===== src/hdl/scg_defs.svh =====
`ifndef SCG_DEFS_SVH
`define SCG_DEFS_SVH
// user-side register offsets (8-bit address space)
`define SCG_OFF_REF_CFG      8'h00
`define SCG_OFF_PLL_INT      8'h01
`define SCG_OFF_PLL_POST     8'h02
`define SCG_OFF_TRIM         8'h03
`define SCG_OFF_CLK_DONE     8'h04
`define SCG_OFF_CLK_STATUS   8'h05
`define SCG_OFF_INFO         8'h06
`define SCG_OFF_ID           8'h07
`define SCG_OFF_GPIO_MODE    8'h08
`define SCG_OFF_GPIO_OUT     8'h09
`define SCG_OFF_GPIO_IN      8'h0a
`define SCG_OFF_GPIO_SEL     8'h0b
`define SCG_OFF_MAILBOX      8'h0c
`define SCG_OFF_OUT_EN       8'h0d
`define SCG_OFF_STRAPS       8'h0e
// field positions
`define SCG_BIT_XTAL_EN      0
`define SCG_BIT_DOUBLER_EN   1
`define SCG_BIT_PLL_LOCK     3
`define SCG_BIT_INFO_READY   7
`define SCG_CLK_STATE_READY  2'h3
// reset values
`define SCG_RST_REF_CFG      8'h00
`define SCG_RST_OUT_EN       8'h00
`define SCG_I2C_ADDR_HI      6'h1c
// timing
`define SCG_CLK_HZ           100000000
`define SCG_STRAP_HOLD_MS    550
`define SCG_GPIO_PERIOD_MS   10
`define SCG_BOOT_US          100
`define SCG_RESET_HOLD_MS    2
`define SCG_LOCK_US          10
`endif


===== src/hdl/scg_pkg.sv =====
package scg_pkg;
  typedef enum logic [3:0] {
    SCG_GPIO_INPUT  = 4'h1,
    SCG_GPIO_OUTPUT = 4'h2,
    SCG_GPIO_CTRL   = 4'h4,
    SCG_GPIO_STATUS = 4'h8
  } scg_gpio_mode_t;
  typedef enum logic [3:0] {
    SCG_BOOTING  = 4'h1,
    SCG_WAIT_CFG = 4'h2,
    SCG_LOCKING  = 4'h4,
    SCG_READY    = 4'h8
  } scg_state_t;
  // 2-bit mode code per pin in the mode register
  function automatic scg_gpio_mode_t scg_mode_decode(input logic [1:0] code);
    case (code)
      2'h0:    scg_mode_decode = SCG_GPIO_INPUT;
      2'h1:    scg_mode_decode = SCG_GPIO_OUTPUT;
      2'h2:    scg_mode_decode = SCG_GPIO_CTRL;
      default: scg_mode_decode = SCG_GPIO_STATUS;
    endcase
  endfunction
endpackage


===== src/hdl/scg_if.sv =====
`timescale 1ns/1ns
// host-to-device link: reset, straps, and an 8-bit register port
interface scg_if;
  logic       rst_b;
  logic       cs_strap;
  logic       so_strap;
  logic [2:0] cfg_sel;
  logic [7:0] addr;
  logic [7:0] wdata;
  logic       wr;
  logic       rd;
  logic [7:0] rdata;
  logic       nack;
  modport device (input rst_b, cs_strap, so_strap, cfg_sel, addr, wdata, wr, rd,
                  output rdata, nack);
  modport host   (output rst_b, cs_strap, so_strap, cfg_sel, addr, wdata, wr, rd,
                  input rdata, nack);
endinterface


===== src/hdl/scg_device.sv =====
// The address-and-strobe port and the register addresses were decided locally.
`timescale 1ns/1ns
`include "scg_defs.svh"
//
// Function
// - xtal enable bit picks crystal or oscillator
// - doubler enable doubles pll reference
// - host programs dividers for 12 GHz
// - host loads trim when not 12 GHz
// - setup done gives lock, ready state, ready
// - host holds reset low at least 2 ms
// - reset restores defaults, outputs disabled
// - host holds straps 550 ms after reset
// - chip-select strap low selects i2c
// - serial-out strap sets i2c address lsb
// - config pins pick stored config if present
// - booting reads zero or nack, then id
// - host polls id, sets pll, then rest
// - mailbox writes dropped until lock and ready
// - each gpio has its own mode
// - input mode reflects pin in input register
// - output mode drives pin from output register
// - control mode pin drives selected function
// - status mode pin mirrors selected status
// - gpio refreshed only every period
module scg_device #(
  parameter int          NGPIO       = 4,
  parameter int          STRAP_CYC   = `SCG_STRAP_HOLD_MS * (`SCG_CLK_HZ / 1000),
  parameter int          GPIO_CYC    = `SCG_GPIO_PERIOD_MS * (`SCG_CLK_HZ / 1000),
  parameter int          BOOT_CYC    = `SCG_BOOT_US * (`SCG_CLK_HZ / 1000000),
  parameter int          LOCK_CYC    = `SCG_LOCK_US * (`SCG_CLK_HZ / 1000000),
  parameter logic        HAS_STORED  = 1'b0,
  parameter logic [7:0]  DEVICE_ID   = 8'h5a  // arbitrary value
) (
  // clock
  input  wire logic             i_clock,
  // link
  scg_if.device                 link,
  // general-purpose pins
  input  wire logic [NGPIO-1:0] i_gpio,
  output logic      [NGPIO-1:0] o_gpio,
  output logic      [NGPIO-1:0] o_gpio_oe,
  // block outputs
  output logic                  o_use_xtal,
  output logic                  o_doubler_en,
  output logic                  o_spi_sel,
  output logic      [6:0]       o_i2c_addr,
  output logic      [2:0]       o_cfg_applied,
  output logic      [7:0]       o_out_en,
  output logic      [7:0]       o_out_stop
);
  ////////////////////////////////////////////////////////////////////////////
  logic              rst_b;
  logic [1:0]        straps_s;
  logic [2:0]        cfg_sel_s;
  logic [NGPIO-1:0]  gpio_s;
  scg_pkg::scg_state_t state_reg;
  logic [31:0]       cnt_reg;
  logic [31:0]       strap_cnt_reg;
  logic [31:0]       gpio_cnt_reg;
  logic              gpio_tick;
  logic [7:0]        ref_cfg_reg, pll_int_reg, pll_post_reg, trim_reg;
  logic [7:0]        mailbox_reg, out_en_reg, gpio_out_reg, gpio_sel_reg;
  logic [2*NGPIO-1:0] gpio_mode_reg;
  logic [NGPIO-1:0]  gpio_in_reg;
  logic [NGPIO-1:0]  ctrl_lvl_reg;
  logic              lock_reg;
  logic              ready;
  logic [7:0]        clk_status;
  logic [7:0]        info;
  logic [7:0]        rd_mux;

  assign rst_b = link.rst_b;

  // strap, config and gpio pins cross through two flops
  scg_sync #(.WIDTH(2)) u_sync_strap (
    .i_clock (i_clock),
    .i_async ({link.cs_strap, link.so_strap}),
    .o_sync  (straps_s)
  );
  scg_sync #(.WIDTH(3)) u_sync_cfg (
    .i_clock (i_clock),
    .i_async (link.cfg_sel),
    .o_sync  (cfg_sel_s)
  );
  scg_sync #(.WIDTH(NGPIO)) u_sync_gpio (
    .i_clock (i_clock),
    .i_async (i_gpio),
    .o_sync  (gpio_s)
  );

  ////////////////////////////////////////////////////////////////////////////
  // strap capture at the end of the hold window, never at reset itself
  always_ff @(posedge i_clock) begin
    if (!rst_b) begin
      strap_cnt_reg <= 32'h0;
      o_spi_sel     <= 1'b0;
      o_i2c_addr    <= 7'h00;
      o_cfg_applied <= 3'h0;
    end else if (strap_cnt_reg < 32'(STRAP_CYC)) begin
      strap_cnt_reg <= strap_cnt_reg + 32'h1;
      if (strap_cnt_reg == 32'(STRAP_CYC - 1)) begin
        o_spi_sel     <= straps_s[1];
        o_i2c_addr    <= {`SCG_I2C_ADDR_HI, straps_s[0]};
        o_cfg_applied <= HAS_STORED ? cfg_sel_s : 3'h0;
      end
    end
  end

  ////////////////////////////////////////////////////////////////////////////
  // boot and pll state machine
  always_ff @(posedge i_clock) begin
    if (!rst_b) begin
      state_reg <= scg_pkg::SCG_BOOTING;
      cnt_reg   <= 32'h0;
      lock_reg  <= 1'b0;
    end else begin
      unique case (state_reg)
        scg_pkg::SCG_BOOTING: begin
          cnt_reg <= cnt_reg + 32'h1;
          if (cnt_reg == 32'(BOOT_CYC - 1)) begin
            state_reg <= scg_pkg::SCG_WAIT_CFG;
          end
        end
        scg_pkg::SCG_WAIT_CFG: begin
          cnt_reg <= 32'h0;
          if (link.wr && link.addr == `SCG_OFF_CLK_DONE && link.wdata[0]) begin
            state_reg <= scg_pkg::SCG_LOCKING;
          end
        end
        scg_pkg::SCG_LOCKING: begin
          cnt_reg <= cnt_reg + 32'h1;
          if (cnt_reg == 32'(LOCK_CYC - 1)) begin
            state_reg <= scg_pkg::SCG_READY;
            lock_reg  <= 1'b1;
          end
        end
        scg_pkg::SCG_READY: begin
          lock_reg <= 1'b1;
        end
      endcase
    end
  end

  assign ready = (state_reg == scg_pkg::SCG_READY);
  // lock shown as 1 = locked, the polarity the mailbox gate uses
  assign clk_status = {4'h0, lock_reg, 1'b0, ready ? `SCG_CLK_STATE_READY : 2'h0};
  assign info       = {ready, 7'h00};

  ////////////////////////////////////////////////////////////////////////////
  // writable registers; reset puts defaults back and disables outputs
  always_ff @(posedge i_clock) begin
    if (!rst_b) begin
      ref_cfg_reg   <= `SCG_RST_REF_CFG;
      pll_int_reg   <= 8'h00;
      pll_post_reg  <= 8'h00;
      trim_reg      <= 8'h00;
      mailbox_reg   <= 8'h00;
      out_en_reg    <= `SCG_RST_OUT_EN;
      gpio_out_reg  <= 8'h00;
      gpio_sel_reg  <= 8'h00;
      gpio_mode_reg <= '0;
    end else if (link.wr && state_reg != scg_pkg::SCG_BOOTING) begin
      // writes during boot are not accepted, matching the refused reads
      case (link.addr)
        `SCG_OFF_REF_CFG:   ref_cfg_reg   <= link.wdata;
        `SCG_OFF_PLL_INT:   pll_int_reg   <= link.wdata;
        `SCG_OFF_PLL_POST:  pll_post_reg  <= link.wdata;
        `SCG_OFF_TRIM:      trim_reg      <= link.wdata;
        `SCG_OFF_OUT_EN:    out_en_reg    <= link.wdata;
        `SCG_OFF_GPIO_OUT:  gpio_out_reg  <= link.wdata;
        `SCG_OFF_GPIO_SEL:  gpio_sel_reg  <= link.wdata;
        `SCG_OFF_GPIO_MODE: gpio_mode_reg <= link.wdata[2*NGPIO-1:0];
        `SCG_OFF_MAILBOX: begin
          if (lock_reg && ready) begin
            mailbox_reg <= link.wdata;
          end
        end
        default: ;
      endcase
    end
  end

  assign o_use_xtal   = ref_cfg_reg[`SCG_BIT_XTAL_EN];
  assign o_doubler_en = ref_cfg_reg[`SCG_BIT_DOUBLER_EN];

  ////////////////////////////////////////////////////////////////////////////
  // slow gpio refresh tick
  always_ff @(posedge i_clock) begin
    if (!rst_b || gpio_tick) begin
      gpio_cnt_reg <= 32'h0;
    end else begin
      gpio_cnt_reg <= gpio_cnt_reg + 32'h1;
    end
  end
  assign gpio_tick = (gpio_cnt_reg == 32'(GPIO_CYC - 1));

  // each pin sampled and driven only on the tick, by its own mode
  for (genvar g = 0; g < NGPIO; g++) begin : g_gpio
    always_ff @(posedge i_clock) begin
      if (!rst_b) begin
        gpio_in_reg[g]  <= 1'b0;
        ctrl_lvl_reg[g] <= 1'b0;
        o_gpio[g]       <= 1'b0;
        o_gpio_oe[g]    <= 1'b0;
      end else if (gpio_tick) begin
        unique case (scg_pkg::scg_mode_decode(gpio_mode_reg[2*g +: 2]))
          scg_pkg::SCG_GPIO_INPUT: begin
            gpio_in_reg[g] <= gpio_s[g];
            o_gpio_oe[g]   <= 1'b0;
          end
          scg_pkg::SCG_GPIO_OUTPUT: begin
            o_gpio[g]    <= gpio_out_reg[g];
            o_gpio_oe[g] <= 1'b1;
          end
          scg_pkg::SCG_GPIO_CTRL: begin
            ctrl_lvl_reg[g] <= gpio_s[g];
            o_gpio_oe[g]    <= 1'b0;
          end
          scg_pkg::SCG_GPIO_STATUS: begin
            // select nibble picks lock or ready; two pins share a nibble
            o_gpio[g]    <= gpio_sel_reg[4*(g%2)] ? lock_reg : ready;
            o_gpio_oe[g] <= 1'b1;
          end
        endcase
      end
    end
  end

  // control pins: select bit high = enable all outputs, low = stop all
  always_comb begin
    o_out_en   = out_en_reg;
    o_out_stop = 8'h00;
    for (int g = 0; g < NGPIO; g++) begin
      if (scg_pkg::scg_mode_decode(gpio_mode_reg[2*g +: 2]) == scg_pkg::SCG_GPIO_CTRL) begin
        if (gpio_sel_reg[4*(g%2)+1] && ctrl_lvl_reg[g]) begin
          o_out_en = 8'hff;
        end
        if (!gpio_sel_reg[4*(g%2)+1] && ctrl_lvl_reg[g]) begin
          o_out_stop = 8'hff;
        end
      end
    end
  end

  ////////////////////////////////////////////////////////////////////////////
  // read mux; booting reads zero and refuses i2c
  always_comb begin
    case (link.addr)
      `SCG_OFF_REF_CFG:    rd_mux = ref_cfg_reg;
      `SCG_OFF_PLL_INT:    rd_mux = pll_int_reg;
      `SCG_OFF_PLL_POST:   rd_mux = pll_post_reg;
      `SCG_OFF_TRIM:       rd_mux = trim_reg;
      `SCG_OFF_CLK_STATUS: rd_mux = clk_status;
      `SCG_OFF_INFO:       rd_mux = info;
      `SCG_OFF_ID:         rd_mux = DEVICE_ID;
      `SCG_OFF_GPIO_MODE:  rd_mux = 8'(gpio_mode_reg);
      `SCG_OFF_GPIO_OUT:   rd_mux = gpio_out_reg;
      `SCG_OFF_GPIO_IN:    rd_mux = 8'(gpio_in_reg);
      `SCG_OFF_GPIO_SEL:   rd_mux = gpio_sel_reg;
      `SCG_OFF_MAILBOX:    rd_mux = mailbox_reg;
      `SCG_OFF_OUT_EN:     rd_mux = out_en_reg;
      `SCG_OFF_STRAPS:     rd_mux = {o_cfg_applied, o_spi_sel, o_i2c_addr[3:0]};
      default:             rd_mux = 8'h00;
    endcase
  end

  always_ff @(posedge i_clock) begin
    if (!rst_b) begin
      link.rdata <= 8'h00;
      link.nack  <= 1'b0;
    end else begin
      link.rdata <= (link.rd && state_reg != scg_pkg::SCG_BOOTING) ? rd_mux : 8'h00;
      link.nack  <= (link.rd || link.wr) && !o_spi_sel &&
                    state_reg == scg_pkg::SCG_BOOTING;
    end
  end
endmodule


===== src/hdl/scg_sync.sv =====
`timescale 1ns/1ns
// two-flop synchroniser for pin levels
module scg_sync #(
  parameter int WIDTH = 1
) (
  input  wire logic             i_clock,
  input  wire logic [WIDTH-1:0] i_async,
  output logic      [WIDTH-1:0] o_sync
);
  logic [WIDTH-1:0] meta_reg;
  // no reset: these only filter the pins
  always_ff @(posedge i_clock) begin
    meta_reg <= i_async;
    o_sync   <= meta_reg;
  end
endmodule

===== src/flat_wrapper.sv =====
// flat-port wrapper written by rule: the top's interface ports become plain ports
module scg_device_flat 
#(
  parameter int          NGPIO       = 4,
  parameter int          STRAP_CYC   = `SCG_STRAP_HOLD_MS * (`SCG_CLK_HZ / 1000),
  parameter int          GPIO_CYC    = `SCG_GPIO_PERIOD_MS * (`SCG_CLK_HZ / 1000),
  parameter int          BOOT_CYC    = `SCG_BOOT_US * (`SCG_CLK_HZ / 1000000),
  parameter int          LOCK_CYC    = `SCG_LOCK_US * (`SCG_CLK_HZ / 1000000),
  parameter logic        HAS_STORED  = 1'b0,
  parameter logic [7:0]  DEVICE_ID   = 8'h5a                    
)
  (i_clock, i_gpio, o_gpio, o_gpio_oe, o_use_xtal, o_doubler_en, o_spi_sel, o_i2c_addr, o_cfg_applied, o_out_en, o_out_stop, link_rst_b, link_cs_strap, link_so_strap, link_cfg_sel, link_addr, link_wdata, link_wr, link_rd, link_rdata, link_nack);
  scg_if link_i ();
  input  wire logic i_clock;
  input  wire logic [NGPIO-1:0] i_gpio;
  output logic      [NGPIO-1:0] o_gpio;
  output logic      [NGPIO-1:0] o_gpio_oe;
  output logic o_use_xtal;
  output logic o_doubler_en;
  output logic o_spi_sel;
  output logic      [6:0] o_i2c_addr;
  output logic      [2:0] o_cfg_applied;
  output logic      [7:0] o_out_en;
  output logic      [7:0] o_out_stop;
  input wire logic [$bits(link_i.rst_b)-1:0] link_rst_b;
  input wire logic [$bits(link_i.cs_strap)-1:0] link_cs_strap;
  input wire logic [$bits(link_i.so_strap)-1:0] link_so_strap;
  input wire logic [$bits(link_i.cfg_sel)-1:0] link_cfg_sel;
  input wire logic [$bits(link_i.addr)-1:0] link_addr;
  input wire logic [$bits(link_i.wdata)-1:0] link_wdata;
  input wire logic [$bits(link_i.wr)-1:0] link_wr;
  input wire logic [$bits(link_i.rd)-1:0] link_rd;
  output wire logic [$bits(link_i.rdata)-1:0] link_rdata;
  output wire logic [$bits(link_i.nack)-1:0] link_nack;
  assign link_i.rst_b = link_rst_b;
  assign link_i.cs_strap = link_cs_strap;
  assign link_i.so_strap = link_so_strap;
  assign link_i.cfg_sel = link_cfg_sel;
  assign link_i.addr = link_addr;
  assign link_i.wdata = link_wdata;
  assign link_i.wr = link_wr;
  assign link_i.rd = link_rd;
  assign link_rdata = link_i.rdata;
  assign link_nack = link_i.nack;
  scg_device #(.NGPIO(NGPIO), .STRAP_CYC(STRAP_CYC), .GPIO_CYC(GPIO_CYC), .BOOT_CYC(BOOT_CYC), .LOCK_CYC(LOCK_CYC), .HAS_STORED(HAS_STORED), .DEVICE_ID(DEVICE_ID)) u_core (.i_clock(i_clock), .link(link_i), .i_gpio(i_gpio), .o_gpio(o_gpio), .o_gpio_oe(o_gpio_oe), .o_use_xtal(o_use_xtal), .o_doubler_en(o_doubler_en), .o_spi_sel(o_spi_sel), .o_i2c_addr(o_i2c_addr), .o_cfg_applied(o_cfg_applied), .o_out_en(o_out_en), .o_out_stop(o_out_stop));
endmodule

===== config.mk =====
export PLATFORM = sky130hd
export DESIGN_NAME = scg_device_flat
export DESIGN_NICKNAME = d
export VERILOG_FILES = /design/src/hdl/scg_pkg.sv /design/src/hdl/scg_if.sv /design/src/hdl/scg_device.sv /design/src/hdl/scg_sync.sv /design/src/flat_wrapper.sv
export VERILOG_INCLUDE_DIRS = /design/src /design/src/hdl
export SDC_FILE = /design/constraint.sdc
export NUM_CORES = 1
export LEC_CHECK = 0
export BUFFER_PORTS_ARGS = -buffer_cell sky130_fd_sc_hd__buf_2
export CAP_MARGIN = 40
export CORE_UTILIZATION = 40
export CTS_CLUSTER_DIAMETER = 30
export CTS_CLUSTER_SIZE = 12
export DETAILED_ROUTE_END_ITERATION = 8
export SYNTH_ARGS = -nofsm -noshare
export SYNTH_HDL_FRONTEND = slang
export SYNTH_HIERARCHICAL = 1
export SYNTH_SLANG_ARGS = --single-unit

===== constraint.sdc =====
create_clock -name i_clock -period 2.15 [get_ports i_clock]
set_clock_uncertainty 0.05 [all_clocks]
set_input_delay 0.215 -clock i_clock [delete_from_list [all_inputs] [get_ports i_clock]]
set_output_delay 0.215 -clock i_clock [all_outputs]
set_load 0.05 [all_outputs]

# Yosys cells after proc, flatten, opt, wreduce, memory -nomap -nowiden
# Index checks and enable logic that the tools add are counted.
# word_totals
register_bits,213
input_bits,29
word_cells,210
# op_classes
add_sub_neg,3
order_cmp,1
n_eq_ne,54
n_mux,47
n_reduce_logical,67
# ops
op,n
two-way mux 8 bit,16
case mux 8 bit (14 select lines),1
adder 32 x 1 -> 32 bit (second input constant),3
case mux 32 bit (2 select lines),1
case mux 4 bit (3 select lines),5
equality test 8 x 4 -> 1 bit (second input constant),7
AND reduction 2 bit,23
two-way mux 4 bit,11
equality test 4 x 3 -> 1 bit (second input constant),9
equality test 32 x 10 -> 1 bit (second input constant),1
equality test 32 x 14 -> 1 bit (second input constant),1
equality test 32 x 20 -> 1 bit (second input constant),1
equality test 32 x 26 -> 1 bit (second input constant),1
equality test 8 x 3 -> 1 bit (second input constant),4
less-than comparator 32 x 26 -> 1 bit (second input constant),1
equality test 4 x 1 -> 1 bit (second input constant),5
equality test 4 x 2 -> 1 bit (second input constant),5
equality test 4 bit (second input constant),5
case mux 1 bit (2 select lines),9
OR reduction 2 bit,9
equality test 8 x 2 -> 1 bit (second input constant),2
logical AND 1 bit,15
nonzero test 2 bit,6
equality test 2 x 1 -> 1 bit (second input constant),4
13 further kinds,27

# Longest topological paths before layout
# depth
depth_word,10
ltp_mapped,8
ltp_nobuf,6

# Cells and area by module
# The synthesis kept the hierarchy.
# by_module_without_submodules
module,n_inst,cells_each,area_each_um2
scg_device,1,1176,9781.9
scg_sync at u_core.u_sync_gpio,1,8,160.2
scg_sync at u_core.u_sync_strap,1,4,80.1

# Worst setup path before layout
# No wires, ideal clock.
# synth_timing
kind,reg2reg
startpoint,register u_core.gpio_cnt_reg[0]
endpoint,register u_core.gpio_cnt_reg[17]
setup_ns,0.117
t_arrival_ns,1.874
setup_slack_ns,0.108
stages_incl_launch_ff,9
cell_sequence,dfxtp_1 -> ha_1 -> inv_1 -> or3_1 -> or3_1 -> buf_2 -> nand2_2 -> buf_2 -> nor2_1
# synth_between
elab_chain_cells,2
elab_cells_between_ends,3
classes_between,add/sub: 1; eq/ne: 1; reduce/logical: 1
# synth_lines
element,line_no,rtl
start: declaration,scg_device.sv:60,logic [31:0] gpio_cnt_reg;
start signal: assignment,scg_device.sv:193,gpio_cnt_reg <= gpio_cnt_reg + 32'h1;
branches (longest 2 deep; another with adder 32 x 1 -> 32 bit),-,
# Parallel ways; which one is timed is not known.
# A chain may end at the register's enable or synchronous reset.

# Final worst setup path
# layout_timing
startpoint,register u_core.gpio_mode_reg[1]
endpoint,output o_out_en[7]
# layout_between
elab_chain_cells,10
elab_cells_between_ends,12
classes_between,eq/ne: 3; mux: 8; reduce/logical: 1
# layout_lines
element,line_no,rtl
start: declaration,scg_device.sv:64,logic [2*NGPIO-1:0] gpio_mode_reg;
start signal: assignment,scg_device.sv:173,`SCG_OFF_GPIO_MODE: gpio_mode_reg <= link.wdata[2*NGPIO-1:0];
"equality test 2 bit, or another cell as far along",scg_pkg.sv:16,case (code)
case mux 4 bit (3 select lines) *,scg_pkg.sv:16,
equality test 4 x 3 -> 1 bit *,scg_device.sv:235,if (scg_pkg::scg_mode_decode(gpio_mode_reg[2*g +: 2]) == scg_pkg::SCG_GPIO_CTRL) begin
two-way mux 8 bit *,scg_device.sv:235,
two-way mux 8 bit,scg_device.sv:236,if (gpio_sel_reg[4*(g%2)+1] && ctrl_lvl_reg[g]) begin
two-way mux 8 bit *,scg_device.sv:235,
two-way mux 8 bit,scg_device.sv:236,
two-way mux 8 bit *,scg_device.sv:235,
two-way mux 8 bit,scg_device.sv:236,
two-way mux 8 bit *,scg_device.sv:235,
end: declaration,flat_wrapper.sv:23,output logic [7:0] o_out_en;
# Mark *: on every way between the ends. The rest lies on a longest branch, timed or not.

==> summary.txt <==
Clock tree
  • Clock buffer count from CTS: 46
  • Clk slew on worst S/H paths: 0.05 ns
  • Max clock buf depth: 3
  • Clock tree from TritonCTS: built
  • Clock Tree Root: clkbuf_16
  • Clk sinks: ~210
  • H-Tree Level Count: 2
  • Worst skew pair latency: around 0.53 ns

Power and ir drop
  • Power Density: between 900 and 1000 nW/µm²
  • Leakage: between 4 and 5 nW
  • Pwr Total: ~12 mW
  • VDD IR max: around 0.66 mV

Timing
  • Number of max-slew violations in the final report: 0
  • Final Cycle Share: 102%
  • Final setup margin: -0.0520 ns
  • Rel. slew slack: between 50% and 60%
  • Final setup fails: 8
  • Highest Clock Rate: about 450 MHz
  • Crit path time final: between 2 and 2.5 ns
  • Worst slew pin tran: between 0.6 and 0.7 ns
  • RSZ-0062 raised after global routing: yes
  • Final hold vios: 0
  • Hold slack: about 0.022 ns

Logic synthesis
  • Mapped Area: approximately 10000 µm²
  • Mapped Cells: 1188
  • EDFF count, synth: 0
  • Synthesis-stage register bit count: 213
  • Yosys warns: 6
  • Seq/Total Area, Yosys: about 43%
  • Top FF cell, synth: dfxtp_1
  • Fraction of registers with async set/reset: 0%
  • Count of different cell masters after synthesis: 83
  • Syn Area/Cell: ~8.4 µm²

Routing
  • Via Count: roughly 9k
  • Drt initial violations: 690
  • Pre-antenna DRT Iters: 5
  • Via density: between 5 and 6
  • DRC Markers: 0
  • Wire length per cell: roughly 17 µm
  • Detail Route Antenna Nets: 0
  • WL final: around 28 mm

Setup path
  • Critical path arrival: slightly below 2 ns
  • Sum of buffers and inverters on the critical path: 1
  • Crit path max fanout: 8
  • Highest-delay cell along the critical path: dfxtp_4
  • CP Class: reg -> out
  • CP delay by family, top: compound AO/OA/AOI/OAI gates
  • Crit path cell chain: nor2b_4 -> a22o_1 -> a22o_4 -> or2_4 -> buf_8
  • CP startpoint kind: register
  • Largest stage delay, worst path: between 0.3 and 0.4 ns
  • Critical Path End Type: output port
  • Worst path required time: roughly 1.9 ns

Cells and area
  • Final nets: between 1k and 1.5k
  • Antenna fix cells: 0
  • Most frequent cells in the layout: dfxtp_1, nand2_1, nor2_1, a21oi_1, buf_4
  • Commonest non-fill, non-tap cell in the layout: dfxtp_1
  • Post-route non-filler standard cell count: between 1.5k and 2k
  • Layout cells sized above 1: between 20 and 25%
  • Area grow syn2layout: 29.1%
  • Filler cell count: between 2k and 2.5k

Global routing
  • Vias in the first global route: 8745
  • GRT overflow: 0
  • Initial antenna violation count: 0
  • Largest net degree at the start of global routing: 45
  • GRT Total Usage: 21.4%
  • Global-route wire length before repair: approximately 45 mm

Floorplan
  • Row cnt: 57
  • Die H: around 160 µm
  • Core ar.: approximately 24000 µm²
  • Initial core utilization: between 40% and 50%
  • Die area: between 20000 and 30000 µm²
  • Boundary pin count: between 70 and 80
  • Die X: between 150 and 200 µm

Run status
  • Failing checks: setup timing
  • Status: finished, violations left

Placed design
  • Routability cong.: 0.867
  • DP HPWL: 18.8 mm
  • Count of buffers from port buffering: 65
  • Placed Cells: between 1.5k and 2k

Min path
  • Worst Hold Class: in -> reg

Flow run
  • Max Cap Viol: 0
-- power by group --
group,switching (mW),internal [mW],total [mW]
combinational,0.565,0.316,0.882
sequential,0.0642,4.02,4.09
clock,2.27,4.93,7.19
-- synth_stat cells (all sizes together) (10+ instances only) --
cell type | count | area, µm²
buf | 33 | 204
a21oi | 98 | 490
or2 | 20 | 125
nand2 | 134 | 505
clkbuf | 56 | 210
nor2b | 10 | 62.6
o211ai | 13 | 97.6
and3 | 27 | 171
nand4 | 27 | 190
or3 | 18 | 113
nor2 | 106 | 400
mux2i | 50 | 500
o21ai | 74 | 370
inv | 18 | 67.6
xor2 | 18 | 158
nor3 | 17 | 101
dfxtp | 213 | 4260
mux2 | 14 | 158
nand3 | 66 | 330
and2 | 12 | 75.1
xnor2 | 17 | 149
nand2b | 10 | 62.6
nor4 | 22 | 225
-- final cells by class --
| type | count | area, µm² | area share [%] |
|---|---|---|---|
| clock buffers | 52 | 1220 | 9.47 |
| clock inverters | 31 | 383 | 2.96 |
| inverters | 19 | 73.8 | 0.571 |
| multi-input cells | 872 | 5390 | 41.6 |
| flip-flops and latches | 213 | 4270 | 33.0 |
| well taps | 324 | 405 | 3.13 |
| repair buffers | 160 | 1190 | 9.21 |
-- routing by layer --
layer / wire length, µm / global-route usage [%] / share of wire (%)
met1: 12600 / 28.5 / 45
met2: 12600 / 34.2 / 46
met3: 1740 / 4.29 / 6.3
met4: 751 / 7.66 / 2.7
met5: 0 / 0 / 0
-- logic make-up (layout without fill, tap and decap cells) --
logic type	Yosys count	after routing	synth area share [%]
and+or+nand+nor	504	504	26.7
buffers and inverters	108	262	4.84
other	1	6	0.0374
AOI/OAI and AO/OA	260	260	15.9
muxes	64	64	6.57
xor gates and xnor gates	35	35	3.06
adders and majority gates	3	3	0.375
DFF	213	213	42.5
-- worst paths after layout --
kind | start | end | slack (ns) | cells after the start
max | u_core/gpio_mode_reg[1] | o_out_en[7] | -0.05 | 5
min | link_wdata[2] | u_core/pll_int_reg[2] | 0.02 | 3
max reg2reg | u_core/cnt_reg[14] | u_core/state_reg[0] | 0.11 | 4
min reg2reg | u_core/u_sync_gpio/meta_reg[3] | u_core/u_sync_gpio/o_sync[3] | 0.27 | 0
-- metrics by stage --
stage	TNS (ns)	utilization, %	cell area (µm²)	setup slack [ns]
3_3_place_gp	-0.125	45.2	11000	-0.0301
4_1_cts	-0.359	52.6	12900	-0.0758
3_5_place_dp	-0.111	45.2	11000	-0.0290
5_1_grt	-0.704	52.9	12900	-0.101
2_1_floorplan	0	-	10000	0.108
6_report	-0.244	52.9	12900	-0.0520
-- tightest hold or removal path: stages --
cell	delay (ns)
buf_2	0.19
nand2_1	0.09
a21oi_1	0.05
-- what timing repair did --
item / 4_1_cts / 5_1_grt
hold buffers: 8 / 0
gates cloned: 0 / 0
setup buffers: 1 / 2
resized for setup: 38 / 17
pin swaps: 4 / 5
hold endpoints to repair: 11 / 0
setup endpoints to repair: 16 / 89
Power figures use the tool's default switching activity.
